`src/logic/tpic_pkg.sv`:
```
// package: register map, vectors, levels and bus types for the irq controller
package tpic_pkg;

  localparam int TPIC_NSRC = 7;

  // printed offsets are not multiples of four: kept as indices
  localparam logic [7:0] TPIC_IDX_ENABLE     = 8'ha8;
  localparam logic [7:0] TPIC_IDX_LEVEL_UP   = 8'hb7;
  localparam logic [7:0] TPIC_IDX_LEVEL_LOW  = 8'hb8;
  localparam logic [7:0] TPIC_IDX_PEND       = 8'hc0;
  localparam logic [7:0] TPIC_IDX_MASK       = 8'hc1;
  localparam logic [7:0] TPIC_IDX_ACTIVE     = 8'hc2;

  localparam logic [9:0] TPIC_ADDR_ENABLE    = {TPIC_IDX_ENABLE, 2'b00};
  localparam logic [9:0] TPIC_ADDR_LEVEL_UP  = {TPIC_IDX_LEVEL_UP, 2'b00};
  localparam logic [9:0] TPIC_ADDR_LEVEL_LOW = {TPIC_IDX_LEVEL_LOW, 2'b00};
  localparam logic [9:0] TPIC_ADDR_PEND      = {TPIC_IDX_PEND, 2'b00};
  localparam logic [9:0] TPIC_ADDR_MASK      = {TPIC_IDX_MASK, 2'b00};
  localparam logic [9:0] TPIC_ADDR_ACTIVE    = {TPIC_IDX_ACTIVE, 2'b00};

  localparam int TPIC_GLOBAL_BIT = 7;

  localparam logic [7:0] TPIC_ENABLE_RST    = 8'h00;
  localparam logic [7:0] TPIC_LEVEL_UP_RST  = 8'h00;
  localparam logic [7:0] TPIC_LEVEL_LOW_RST = 8'h00;
  localparam logic [7:0] TPIC_MASK_RST      = 8'h00;

  // source index order equals enable register bit order
  localparam logic [15:0] TPIC_VECTOR_TABLE [TPIC_NSRC] = '{
    16'h0003, 16'h000b, 16'h0013, 16'h001b, 16'h0023, 16'h002b, 16'h0033};

  // polling order, first wins within a level
  localparam logic [2:0] TPIC_POLL_ORDER [TPIC_NSRC] = '{
    3'h0, 3'h1, 3'h2, 3'h3, 3'h4, 3'h5, 3'h6};

  // core machine cycle: 12 core clocks
  localparam int TPIC_MCYCLE_CLKS = 12;

  localparam logic [1:0] TPIC_RESP_OKAY   = 2'b00;
  localparam logic [1:0] TPIC_RESP_SLVERR = 2'b10;

  typedef struct packed {
    logic        valid;
    logic [2:0]  source;
    logic [1:0]  level;
    logic [15:0] vector;
  } tpic_request_type;

  typedef enum logic [1:0] {
    TPIC_ST_IDLE,
    TPIC_ST_OFFER
  } tpic_state_type;

endpackage : tpic_pkg

```
`src/logic/tpic_tick.sv`:
```
// machine cycle enable divider
`timescale 1ns/1ps
module tpic_tick
  import tpic_pkg::*;
(
  input  wire logic clk,
  input  wire logic rst,
  output logic      tick
);
  logic [3:0] cnt_reg;
  logic [3:0] cnt_next;

  always_comb begin
    if (cnt_reg == 4'(TPIC_MCYCLE_CLKS - 1)) begin
      cnt_next = 4'h0;
    end else begin
      cnt_next = cnt_reg + 4'h1;
    end
  end

  always_ff @(posedge clk) begin
    if (rst) begin
      cnt_reg <= 4'h0;
    end else begin
      cnt_reg <= cnt_next;
    end
  end

  assign tick = (cnt_reg == 4'(TPIC_MCYCLE_CLKS - 1));
endmodule : tpic_tick

```
`src/logic/tpic_arbiter.sv`:
```
// level and polling-order arbiter over the seven sources
`timescale 1ns/1ps
module tpic_arbiter
  import tpic_pkg::*;
(
  input  wire logic [6:0] req,
  input  wire logic [6:0] lvl_up,
  input  wire logic [6:0] lvl_low,
  output tpic_request_type win
);
  always_comb begin
    logic [1:0] best;
    logic       found;
    logic [1:0] lv;
    best  = 2'b00;
    found = 1'b0;
    lv    = 2'b00;
    win   = '0;
    // scan in polling order; strictly higher level replaces
    for (int i = 0; i < TPIC_NSRC; i++) begin
      lv = {lvl_up[TPIC_POLL_ORDER[i]], lvl_low[TPIC_POLL_ORDER[i]]};
      if (req[TPIC_POLL_ORDER[i]] && (!found || lv > best)) begin
        found      = 1'b1;
        best       = lv;
        win.valid  = 1'b1;
        win.source = TPIC_POLL_ORDER[i];
        win.level  = lv;
        win.vector = TPIC_VECTOR_TABLE[TPIC_POLL_ORDER[i]];
      end
    end
  end
endmodule : tpic_arbiter

```
`src/logic/tpic_ctrl.sv`:
```
// interrupt controller top: registers, preemption, vector hand-off
`timescale 1ns/1ps
// Notes on behaviour
// - seven sources, each with own vector
// - each source gated by its enable bit; the IRQ output uses the mask bits instead
// - enable bit 7 clear blocks all vector offers
// - level is upper bit then lower bit
// - counter array vectors to 0033h
// - only strictly higher level preempts
// - level three routine is never preempted
// - higher level wins simultaneous requests
// - polling order breaks ties within level
// - poll order pin0,t0,pin1,t1,uart,t2,array
// - enable register resets zero, bit order
// - upper level register, bit7 reserved zero
module tpic_ctrl
  import tpic_pkg::*;
(
  input  wire logic        CORE_CLK,
  input  wire logic        SYS_RST,
  input  wire logic [6:0]  SRC_REQ,
  output logic             VEC_VALID,
  output logic [15:0]      VEC_ADDR,
  output logic [1:0]       VEC_LEVEL,
  output logic [2:0]       VEC_SOURCE,
  input  wire logic        VEC_TAKEN,
  input  wire logic        RETI_DONE,
  output logic             IRQ,
  input  wire logic [11:0] S_AXI_AWADDR,
  input  wire logic        S_AXI_AWVALID,
  output logic             S_AXI_AWREADY,
  input  wire logic [31:0] S_AXI_WDATA,
  input  wire logic [3:0]  S_AXI_WSTRB,
  input  wire logic        S_AXI_WVALID,
  output logic             S_AXI_WREADY,
  output logic [1:0]       S_AXI_BRESP,
  output logic             S_AXI_BVALID,
  input  wire logic        S_AXI_BREADY,
  input  wire logic [11:0] S_AXI_ARADDR,
  input  wire logic        S_AXI_ARVALID,
  output logic             S_AXI_ARREADY,
  output logic [31:0]      S_AXI_RDATA,
  output logic [1:0]       S_AXI_RRESP,
  output logic             S_AXI_RVALID,
  input  wire logic        S_AXI_RREADY
);

  // 0 means unmapped; upper address bits must be clear
  function automatic logic [2:0] reg_sel(input logic [11:0] a);
    reg_sel = 3'd0;
    if (a[11:10] == 2'b00) begin
      if (a[9:0] == TPIC_ADDR_ENABLE) reg_sel = 3'd1;
      else if (a[9:0] == TPIC_ADDR_LEVEL_UP) reg_sel = 3'd2;
      else if (a[9:0] == TPIC_ADDR_LEVEL_LOW) reg_sel = 3'd3;
      else if (a[9:0] == TPIC_ADDR_PEND) reg_sel = 3'd4;
      else if (a[9:0] == TPIC_ADDR_MASK) reg_sel = 3'd5;
      else if (a[9:0] == TPIC_ADDR_ACTIVE) reg_sel = 3'd6;
    end
  endfunction : reg_sel

  // registers
  logic [7:0]  enable_reg, enable_next;
  logic [6:0]  lvl_up_reg, lvl_up_next;
  logic [6:0]  lvl_low_reg, lvl_low_next;
  logic [6:0]  pend_reg, pend_next;
  logic [6:0]  mask_reg, mask_next;
  logic [3:0]  active_reg, active_next;
  logic [6:0]  req_s1_reg, req_s2_reg;
  tpic_state_type   state_reg, state_next;
  tpic_request_type offer_reg, offer_next;
  logic        aw_got_reg, aw_got_next;
  logic        w_got_reg, w_got_next;
  logic [11:0] awaddr_reg, awaddr_next;
  logic [31:0] wdata_reg, wdata_next;
  logic        wstrb0_reg, wstrb0_next;
  logic        bvalid_reg, bvalid_next;
  logic [1:0]  bresp_reg, bresp_next;
  logic        rvalid_reg, rvalid_next;
  logic [31:0] rdata_reg, rdata_next;
  logic [1:0]  rresp_reg, rresp_next;

  logic             tick;
  tpic_request_type win;
  logic [6:0]       gated;
  logic             preempt_ok;
  logic             wr_fire, rd_fire;
  logic [3:0]       ceiling;

  tpic_tick u_tick (
    .clk  (CORE_CLK),
    .rst  (SYS_RST),
    .tick (tick)
  );

  // requests from other units pass a synchroniser
  always_ff @(posedge CORE_CLK) begin
    if (SYS_RST) begin
      req_s1_reg <= '0;
      req_s2_reg <= '0;
    end else begin
      req_s1_reg <= SRC_REQ;
      req_s2_reg <= req_s1_reg;
    end
  end

  assign gated = enable_reg[TPIC_GLOBAL_BIT] ?
                 (pend_reg & enable_reg[6:0]) : 7'h00;

  tpic_arbiter u_arb (
    .req     (gated),
    .lvl_up  (lvl_up_reg),
    .lvl_low (lvl_low_reg),
    .win     (win)
  );

  // active_reg bit n: a routine of level n is running
  always_comb begin
    ceiling = 4'h0;
    for (int l = 0; l < 4; l++) begin
      if (active_reg[l]) ceiling = 4'(l + 1);
    end
  end
  assign preempt_ok = win.valid && ({2'b00, win.level} >= ceiling);

  assign wr_fire = aw_got_reg && w_got_reg && !bvalid_reg;
  assign rd_fire = S_AXI_ARVALID && S_AXI_ARREADY;

  // vector hand-off and nesting state
  always_comb begin
    state_next  = state_reg;
    offer_next  = offer_reg;
    active_next = active_reg;
    if (RETI_DONE) begin
      for (int l = 3; l >= 0; l--) begin
        if (active_next[l]) begin
          active_next[l] = 1'b0;
          break;
        end
      end
    end
    unique case (state_reg)
      TPIC_ST_IDLE: begin
        if (tick && preempt_ok && !RETI_DONE) begin
          offer_next = win;
          state_next = TPIC_ST_OFFER;
        end
      end
      TPIC_ST_OFFER: begin
        if (VEC_TAKEN) begin
          active_next[offer_reg.level] = 1'b1;
          offer_next.valid = 1'b0;
          state_next = TPIC_ST_IDLE;
        end
      end
    endcase
  end

  // pending flags: source sets, read of pending register clears, set wins
  always_comb begin
    pend_next = pend_reg;
    if (rd_fire && reg_sel(S_AXI_ARADDR) == 3'd4) pend_next = 7'h00;
    if (state_reg == TPIC_ST_OFFER && VEC_TAKEN)
      pend_next[offer_reg.source] = 1'b0;
    pend_next = pend_next | req_s2_reg;
  end

  // axi write side
  always_comb begin
    aw_got_next  = aw_got_reg;
    w_got_next   = w_got_reg;
    awaddr_next  = awaddr_reg;
    wdata_next   = wdata_reg;
    wstrb0_next  = wstrb0_reg;
    bvalid_next  = bvalid_reg;
    bresp_next   = bresp_reg;
    enable_next  = enable_reg;
    lvl_up_next  = lvl_up_reg;
    lvl_low_next = lvl_low_reg;
    mask_next    = mask_reg;
    if (S_AXI_AWVALID && S_AXI_AWREADY) begin
      aw_got_next = 1'b1;
      awaddr_next = S_AXI_AWADDR;
    end
    if (S_AXI_WVALID && S_AXI_WREADY) begin
      w_got_next = 1'b1;
      wdata_next = S_AXI_WDATA & {24'h0, {8{S_AXI_WSTRB[0]}}};
      wstrb0_next = S_AXI_WSTRB[0];
    end
    if (wr_fire) begin
      bvalid_next = 1'b1;
      bresp_next  = TPIC_RESP_OKAY;
      unique case (reg_sel(awaddr_reg))
        3'd1: enable_next = wdata_reg[7:0];
        3'd2: lvl_up_next = wdata_reg[6:0];
        3'd3: lvl_low_next = wdata_reg[6:0];
        3'd5: mask_next = wdata_reg[6:0];
        3'd4, 3'd6: ;
        default: bresp_next = TPIC_RESP_SLVERR;
      endcase
      // byte lane 0 off: keep old contents; strobe latched with data
      // because the live strobe may already belong to the next beat
      if (!wstrb0_reg) begin
        enable_next  = enable_reg;
        lvl_up_next  = lvl_up_reg;
        lvl_low_next = lvl_low_reg;
        mask_next    = mask_reg;
      end
    end
    if (bvalid_reg && S_AXI_BREADY) begin
      bvalid_next = 1'b0;
      aw_got_next = 1'b0;
      w_got_next  = 1'b0;
    end
  end

  // axi read side
  always_comb begin
    rvalid_next = rvalid_reg;
    rdata_next  = rdata_reg;
    rresp_next  = rresp_reg;
    if (rd_fire) begin
      rvalid_next = 1'b1;
      rresp_next  = TPIC_RESP_OKAY;
      unique case (reg_sel(S_AXI_ARADDR))
        3'd1: rdata_next = {24'h0, enable_reg};
        3'd2: rdata_next = {25'h0, lvl_up_reg};
        3'd3: rdata_next = {25'h0, lvl_low_reg};
        3'd4: rdata_next = {25'h0, pend_reg};
        3'd5: rdata_next = {25'h0, mask_reg};
        3'd6: rdata_next = {28'h0, active_reg};
        default: begin
          rdata_next = 32'h0;
          rresp_next = TPIC_RESP_SLVERR;
        end
      endcase
    end else if (rvalid_reg && S_AXI_RREADY) begin
      rvalid_next = 1'b0;
    end
  end

  always_ff @(posedge CORE_CLK) begin
    if (SYS_RST) begin
      enable_reg  <= TPIC_ENABLE_RST;
      lvl_up_reg  <= TPIC_LEVEL_UP_RST[6:0];
      lvl_low_reg <= TPIC_LEVEL_LOW_RST[6:0];
      mask_reg    <= TPIC_MASK_RST[6:0];
      pend_reg    <= '0;
      active_reg  <= '0;
      state_reg   <= TPIC_ST_IDLE;
      offer_reg   <= '0;
      aw_got_reg  <= 1'b0;
      w_got_reg   <= 1'b0;
      awaddr_reg  <= '0;
      wdata_reg   <= '0;
      wstrb0_reg  <= 1'b0;
      bvalid_reg  <= 1'b0;
      bresp_reg   <= TPIC_RESP_OKAY;
      rvalid_reg  <= 1'b0;
      rdata_reg   <= '0;
      rresp_reg   <= TPIC_RESP_OKAY;
    end else begin
      enable_reg  <= enable_next;
      lvl_up_reg  <= lvl_up_next;
      lvl_low_reg <= lvl_low_next;
      mask_reg    <= mask_next;
      pend_reg    <= pend_next;
      active_reg  <= active_next;
      state_reg   <= state_next;
      offer_reg   <= offer_next;
      aw_got_reg  <= aw_got_next;
      w_got_reg   <= w_got_next;
      awaddr_reg  <= awaddr_next;
      wdata_reg   <= wdata_next;
      wstrb0_reg  <= wstrb0_next;
      bvalid_reg  <= bvalid_next;
      bresp_reg   <= bresp_next;
      rvalid_reg  <= rvalid_next;
      rdata_reg   <= rdata_next;
      rresp_reg   <= rresp_next;
    end
  end

  assign S_AXI_AWREADY = !aw_got_reg;
  assign S_AXI_WREADY  = !w_got_reg;
  assign S_AXI_BVALID  = bvalid_reg;
  assign S_AXI_BRESP   = bresp_reg;
  assign S_AXI_ARREADY = !rvalid_reg;
  assign S_AXI_RVALID  = rvalid_reg;
  assign S_AXI_RDATA   = rdata_reg;
  assign S_AXI_RRESP   = rresp_reg;
  assign VEC_VALID  = offer_reg.valid;
  assign VEC_ADDR   = offer_reg.vector;
  assign VEC_LEVEL  = offer_reg.level;
  assign VEC_SOURCE = offer_reg.source;
  assign IRQ        = |(pend_reg & mask_reg);

  // checks
  property p_global_off;
    @(posedge CORE_CLK) disable iff (SYS_RST)
      (state_reg == TPIC_ST_IDLE && !enable_reg[TPIC_GLOBAL_BIT])
      |=> !VEC_VALID;
  endproperty
  a_global_off: assert property (p_global_off)
    else $error("vector offered with global enable clear");

  property p_source_enabled;
    @(posedge CORE_CLK) disable iff (SYS_RST)
      $rose(VEC_VALID) |->
        (($past(enable_reg) & (8'h01 << VEC_SOURCE)) != 8'h00);
  endproperty
  a_source_enabled: assert property (p_source_enabled)
    else $error("vector offered for disabled source");

  property p_no_preempt_top;
    @(posedge CORE_CLK) disable iff (SYS_RST)
      $rose(VEC_VALID) |-> !$past(active_reg[3]);
  endproperty
  a_no_preempt_top: assert property (p_no_preempt_top)
    else $error("top level routine preempted");

  property p_level_above;
    @(posedge CORE_CLK) disable iff (SYS_RST)
      $rose(VEC_VALID) |-> ({2'b00, VEC_LEVEL} >= $past(ceiling));
  endproperty
  a_level_above: assert property (p_level_above)
    else $error("offer not above running level");

  property p_on_tick;
    @(posedge CORE_CLK) disable iff (SYS_RST)
      $rose(VEC_VALID) |-> $past(tick);
  endproperty
  a_on_tick: assert property (p_on_tick)
    else $error("offer not on machine cycle");

  property p_vector_map;
    @(posedge CORE_CLK) disable iff (SYS_RST)
      VEC_VALID |-> VEC_ADDR == TPIC_VECTOR_TABLE[VEC_SOURCE];
  endproperty
  a_vector_map: assert property (p_vector_map)
    else $error("vector address mismatch");

  property p_array_vec;
    @(posedge CORE_CLK) disable iff (SYS_RST)
      (VEC_VALID && VEC_SOURCE == 3'd6) |-> VEC_ADDR == 16'h0033;
  endproperty
  a_array_vec: assert property (p_array_vec)
    else $error("counter array vector wrong");

  property p_offer_holds;
    @(posedge CORE_CLK) disable iff (SYS_RST)
      (VEC_VALID && !VEC_TAKEN) |=> VEC_VALID && $stable(VEC_ADDR);
  endproperty
  a_offer_holds: assert property (p_offer_holds)
    else $error("offer dropped before taken");

  property p_higher_first;
    @(posedge CORE_CLK) disable iff (SYS_RST)
      $rose(VEC_VALID) |-> $past({lvl_up_reg[0], lvl_low_reg[0]}) <= VEC_LEVEL
        || !$past(gated[0]);
  endproperty
  a_higher_first: assert property (p_higher_first)
    else $error("lower level served first");

  c_offer: cover property (@(posedge CORE_CLK) $rose(VEC_VALID));
  c_nest: cover property (@(posedge CORE_CLK) active_reg == 4'b0011);
  c_top: cover property (@(posedge CORE_CLK) active_reg[3]);
endmodule : tpic_ctrl

```
`config.mk`:
```
export PLATFORM = sky130hd
export DESIGN_NAME = tpic_ctrl
export DESIGN_NICKNAME = d
export VERILOG_FILES = /design/src/logic/tpic_pkg.sv /design/src/logic/tpic_tick.sv /design/src/logic/tpic_arbiter.sv /design/src/logic/tpic_ctrl.sv
export SDC_FILE = /design/constraint.sdc
export NUM_CORES = 1
export LEC_CHECK = 0
export ABC_AREA = 1
export BUFFER_PORTS_ARGS = -buffer_cell sky130_fd_sc_hd__buf_4
export CAP_MARGIN = 20
export CORE_AREA = 2 2 129 131
export DETAILED_ROUTE_END_ITERATION = 8
export DIE_AREA = 0 0 131 133
export GPL_ROUTABILITY_DRIVEN = 0
export PLACE_DENSITY = 0.63
export SYNTH_ARGS = -nofsm -noshare
export SYNTH_HDL_FRONTEND = slang
export SYNTH_HIERARCHICAL = 1
export SYNTH_SLANG_ARGS = --single-unit
```
`constraint.sdc`:
```
create_clock -name CORE_CLK -period 18.15 [get_ports CORE_CLK]
set_input_delay 3.63 -clock CORE_CLK [delete_from_list [all_inputs] [get_ports CORE_CLK]]
set_output_delay 3.63 -clock CORE_CLK [all_outputs]
set_load 0.02 [all_outputs]
```
# Word level (Yosys, flattened, before mapping)

Index checks and enable logic that the tools add are counted.

Input bits: 76
Flip-flop bits (word level): 143

Muxes and demuxes: 72
Reduce and logical (&&, ||, !) cells: 52
Order comparisons: 11
Equality and inequality tests: 29
$add $sub $neg: 1
Bitwise logic cells: 7

Operators by type and width:

| kind                                                | count |
|---|---|
| 2-to-1 mux 22 bit                                   | 8 |
| equality test 10 bit, second input constant         | 12 |
| 2-to-1 mux 3 bit                                    | 17 |
| one-hot mux 8 bit (6 select lines)                  | 1 |
| 2-to-1 mux 4 bit                                    | 6 |
| 2-to-1 mux 1 bit                                    | 22 |
| 2-to-1 mux 2 bit                                    | 11 |
| AND 7 bit                                           | 3 |
| equality test 3 bit, second input constant          | 7 |
| 2-to-1 mux 7 bit                                    | 3 |
| logical AND 1 bit                                   | 20 |
| equality test 3 x 2 -> 1 bit, second input constant | 4 |
| > comparator 2 bit                                  | 6 |
| AND reduction 3 bit                                 | 4 |
| OR reduction 6 bit                                  | 2 |
| zero test 1 bit                                     | 11 |
| AND 8 bit                                           | 1 |
| inverter 7 bit                                      | 1 |
| bitwise OR 7 bit                                    | 1 |
| OR reduction 7 bit                                  | 1 |
| equality test 3 x 1 -> 1 bit, second input constant | 2 |
| zero test 2 bit                                     | 3 |
| logical OR 1 bit                                    | 6 |
| adder 4 x 1 -> 4 bit, second input constant         | 1 |
| other kinds (16)                                    | 19 |

# Logic depth before layout (Yosys ltp)

Depth in word-level cells: 33
Gate-level depth with buffers: 67
Depth with buffers taken out: 65

# Modules after synthesis

The synthesis kept the hierarchy.

Modules (own cells, without submodules):

| module       | instances | cells an instance | area each (µm²) | sequential area each (µm²) |
|---|---|---|---|---|
| tpic_ctrl    | 1         | 721               | 5081.1          | 2242.2 |
| tpic_arbiter | 1         | 132               | 744.5           | 0.0 |
| tpic_tick    | 1         | 21                | 168.9           | 80.1 |

# Least setup slack after synthesis

OpenSTA, ideal clock, no wires.

Path type: reg-to-reg
Start point: register enable_reg[7]
End point: register offer_reg (netlist bit VEC_SOURCE[0])
Arrival: 7227 ps
Data required time: 18034 ps
Library setup time: 116 ps
Setup slack: 10807 ps
Stages on the path, launching flop included: 63
Clock period less this slack: 7343 ps
Path through: dfxtp_1 -> clkbuf_1 -> inv_1 -> nor3_1 -> nand2_1 -> ha_1 -> nand2_1 -> nand2_1 -> nand2_1 -> nand2_1 -> nand2_1 -> nand2_1 -> and2_1 -> ha_1 -> nand2_1 -> o21ai_0 -> nand2_1 -> nand2_1 -> (+27 left out) -> ha_1 -> inv_1 -> nor2_1 -> o21ai_0 -> o21ai_1 -> nand2_2 -> inv_1 -> nand2_1 -> nand2_1 -> inv_1 -> ha_1 -> o21ai_0 -> nand2_1 -> nand2_1 -> clkinv_1 -> clkbuf_1 -> nor2_1 -> nor2_1

RTL lines:

| element                | line             | text |
|---|---|---|
| from (decl)            | tpic_ctrl.sv:62  | `logic [7:0] enable_reg, enable_next;` |
| from (signal assigned) | tpic_ctrl.sv:262 | `enable_reg <= enable_next;` |
| to (signal assigned)   | tpic_ctrl.sv:269 | `offer_reg <= offer_next;` |
| to (decl)              | tpic_ctrl.sv:70  | `tpic_request_type offer_reg, offer_next;` |

==> metrics.md <==
| Metric | Value |
|---|---|
| Worst setup path class | `flop to flop` |
| Clk buf depth | `2` |
| Post-layout util | `44.97%` |
| Cell Count, Final, Fillers Out | `1184` |
| Number of I/O port buffers | `86` |
| Tot GR Track Use | `16.82%` |
| Top-level I/O count | `140` |
| RSZ-0062 raised after global routing | `false` |
| First-pass GRT wire length | `23250 microns` |
| Met3 WL | `597 microns` |
| Vias per inst | `4.561` |
| Die ar. | `17420 sq um` |
| Initial antenna violation count | `0` |
| Final Skew | `0.008904 ns` |
| Post-synth cell types | `42` |
| Height of the die | `133 microns` |
| Setup TNS | `0 ns` |
| Worst setup margin | `8.703 ns` |
| Post-CTS Resized | `0` |
| Gr ovfl total | `0` |
| DP Area | `6648 sq um` |
| Hold crit path type | `flop to flop` |
| Flops & latches, synth | `116` |
| R2r setup slk | `8.70 ns` |
| Slowest CP cell | `clkinv_1` |
| Final setup viols | `0` |
| CTS Hold Bufs | `0` |
| Pre-antenna DRT Iters | `5` |
| Final Net Count | `1043` |
| Area Overhead vs Synth | `21.33%` |
| Rel. slew slack | `48.74%` |
| Lkg Pwr | `0.003392 uW` |
| M1 WL | `6713 microns` |
| Chip width | `131 microns` |
| Root Driver | `clkbuf_16` |
| Max_cap viols | `0` |
| Crit-path max FO | `27` |
| Clock sink total | `116` |
| Area of the core region | `16170 sq um` |
| Total routed wirelength | `14240 microns` |
| Row count | `47` |
| Vias in the first global route | `4975` |
| Clock-pin slew on the worst setup and hold paths | `0.05 ns` |
| Vias | `5400` |
| Avg Cell Area, Syn | `6.859 sq um` |
| DP Cell Count | `1153` |
| DP HPWL | `10440 microns` |
| Top routing layer used | `met4` |
| Crit-path most repeated cell | `nand2_1` |
| Post-CTS Setup Bufs | `0` |
| Worst Path Required | `18.44 ns` |
| Main flop type after synthesis | `dfxtp_1` |
| CP Launch Type | `flop` |
| Later-pin clock latency in the skew report | `0.41 ns` |
| Pre-CTS setup slack | `8.870 ns` |
| Share of cells above drive strength 1 | `16.70%` |
| Post-synthesis sequential area ratio | `38.74%` |
| Post-layout instance area | `7273 sq um` |
| Critical Path Sink Type | `flop` |
| CTS tree | `yes` |
| Number of synthesized flops with an enable pin | `0` |
| Max stage delay on crit path | `0.70 ns` |
| FFs w/ async S/R, synth | `0%` |
| Avg WL per Cell | `12.03 microns` |
| Gate Count Post-Synth | `874` |
| Post-DRT Antenna Nets | `0` |
| Worst-Margin Slew | `0.7671 ns` |
| Met2 Wirelength | `6743 microns` |
| DRT iter0 DRCs | `313` |
| Final hold vios | `0` |
| Cts bufs inserted | `17` |
| Peak VDD IR | `59.25 uV` |
| Ys Warns | `6` |
| H-tree levels | `4` |
| Drt drc | `0` |
| Critical path data arrival time | `9.73 ns` |
| Initial Utilization | `37.07%` |
| Max reg flops | `16` |
| Largest net degree at the start of global routing | `48` |
| Antenna diodes | `0` |
| Final period utilization | `52.05%` |
| Outcome | `finished, final reports clean` |
| Crit path time final | `9.447 ns` |
| PwrDens | `91.50 nW/um^2` |
| Max Clock Freq | `105.9 MHz` |
| Final slew viol count | `0` |
| Synthesized cell area | `5994 sq um` |
[per-stage QoR]
| step | hold slack [ns] | total power, uW |
|---|---|---|
| after CTS | 0.4004 | 671.2 |
| final | 0.4003 | 665.5 |
| after detailed placement | 0.3933 | 318.1 |
| after floorplan | 0.3883 | 305.9 |
| after global placement | 0.3933 | 317.4 |
| after global routing | 0.4196 | 688.5 |
[logic make-up (layout without fill, tap and decap cells)]
group                      after synthesis  count (layout)  share of synthesized area, %
and+or+nand+nor                        402             402                         30.01
adders and majority gates               15              15                         3.131
buffers and inverters                  186             241                         14.49
other                                    2              37                        0.1253
AOI/OAI and AO/OA                      153             153                         13.50
DFF                                    116             116                         38.74
[final cells by class]
| class | count | area, sq um |
|---|---|---|
| inverter | 123 | 461.7 |
| clock buffer | 22 | 474.2 |
| timing repair buffer | 87 | 653.1 |
| sequential | 116 | 2322 |
| fill | 1675 | 8899 |
| clock inverter | 9 | 151.4 |
| multi-input combinational | 607 | 2935 |
| tap | 220 | 275.3 |
[per-layer routing]
metal | up-vias | track usage [%]
met3 | 15 | 3.599
li1 | 2844 | -
met1 | 2422 | 21.88
met5 | - | 0
met4 | 0 | 4.965
met2 | 119 | 27.86
[where the power goes]
part | switching, uW | leakage, uW | total, uW | internal [uW]
combinational | 28.7 | 0.00214 | 45.2 | 16.5
clock | 114 | 0.000306 | 353 | 239
sequential | 5.13 | 0.000945 | 268 | 262
[cell usage in the layout (no fill, tap or decap), types with 17 or more instances in the layout]
cell,instances
buf_4,87
conb_1,37
nand3_1,45
nor2_1,168
o21ai_0,68
nand2_1,134
dfxtp_1,116
clkbuf_16,17
a21oi_1,59
inv_1,110
[cell usage after synthesis, drive strengths merged (5+ instances only)]
master,instances,area [sq um]
nand4,5,31.28
nand2,145,581.8
o21ai,76,380.4
nand3,51,307.8
or2,5,38.80
and2,5,31.28
dfxtp,116,2322
inv,121,454.2
ha,15,187.7
clkbuf,18,67.56
nor3,13,92.59
a21oi,63,330.3
buf,45,339.1
nor2,175,694.4
[path summary, 6_finish.rpt]
| path | startpoint | to | depth (start not counted) |
|---|---|---|---|
| max reg2reg | enable_reg[7] | state_reg[0] | 60 |
| min | req_s1_reg[3] | req_s2_reg[3] | 2 |
| min reg2reg | req_s1_reg[3] | req_s2_reg[3] | 2 |
| max | enable_reg[7] | state_reg[0] | 60 |
[critical path: cells and delay by family, from the launching register on]
kind | cells | cell delay [ns]
compound gates | 8 | 1.22
fa+ha+maj | 7 | 2.04
buf+inv | 9 | 1.33
flops | 1 | 0.48
simple gates | 36 | 4.27
Note: power is estimated with default switching activity, not from simulation.
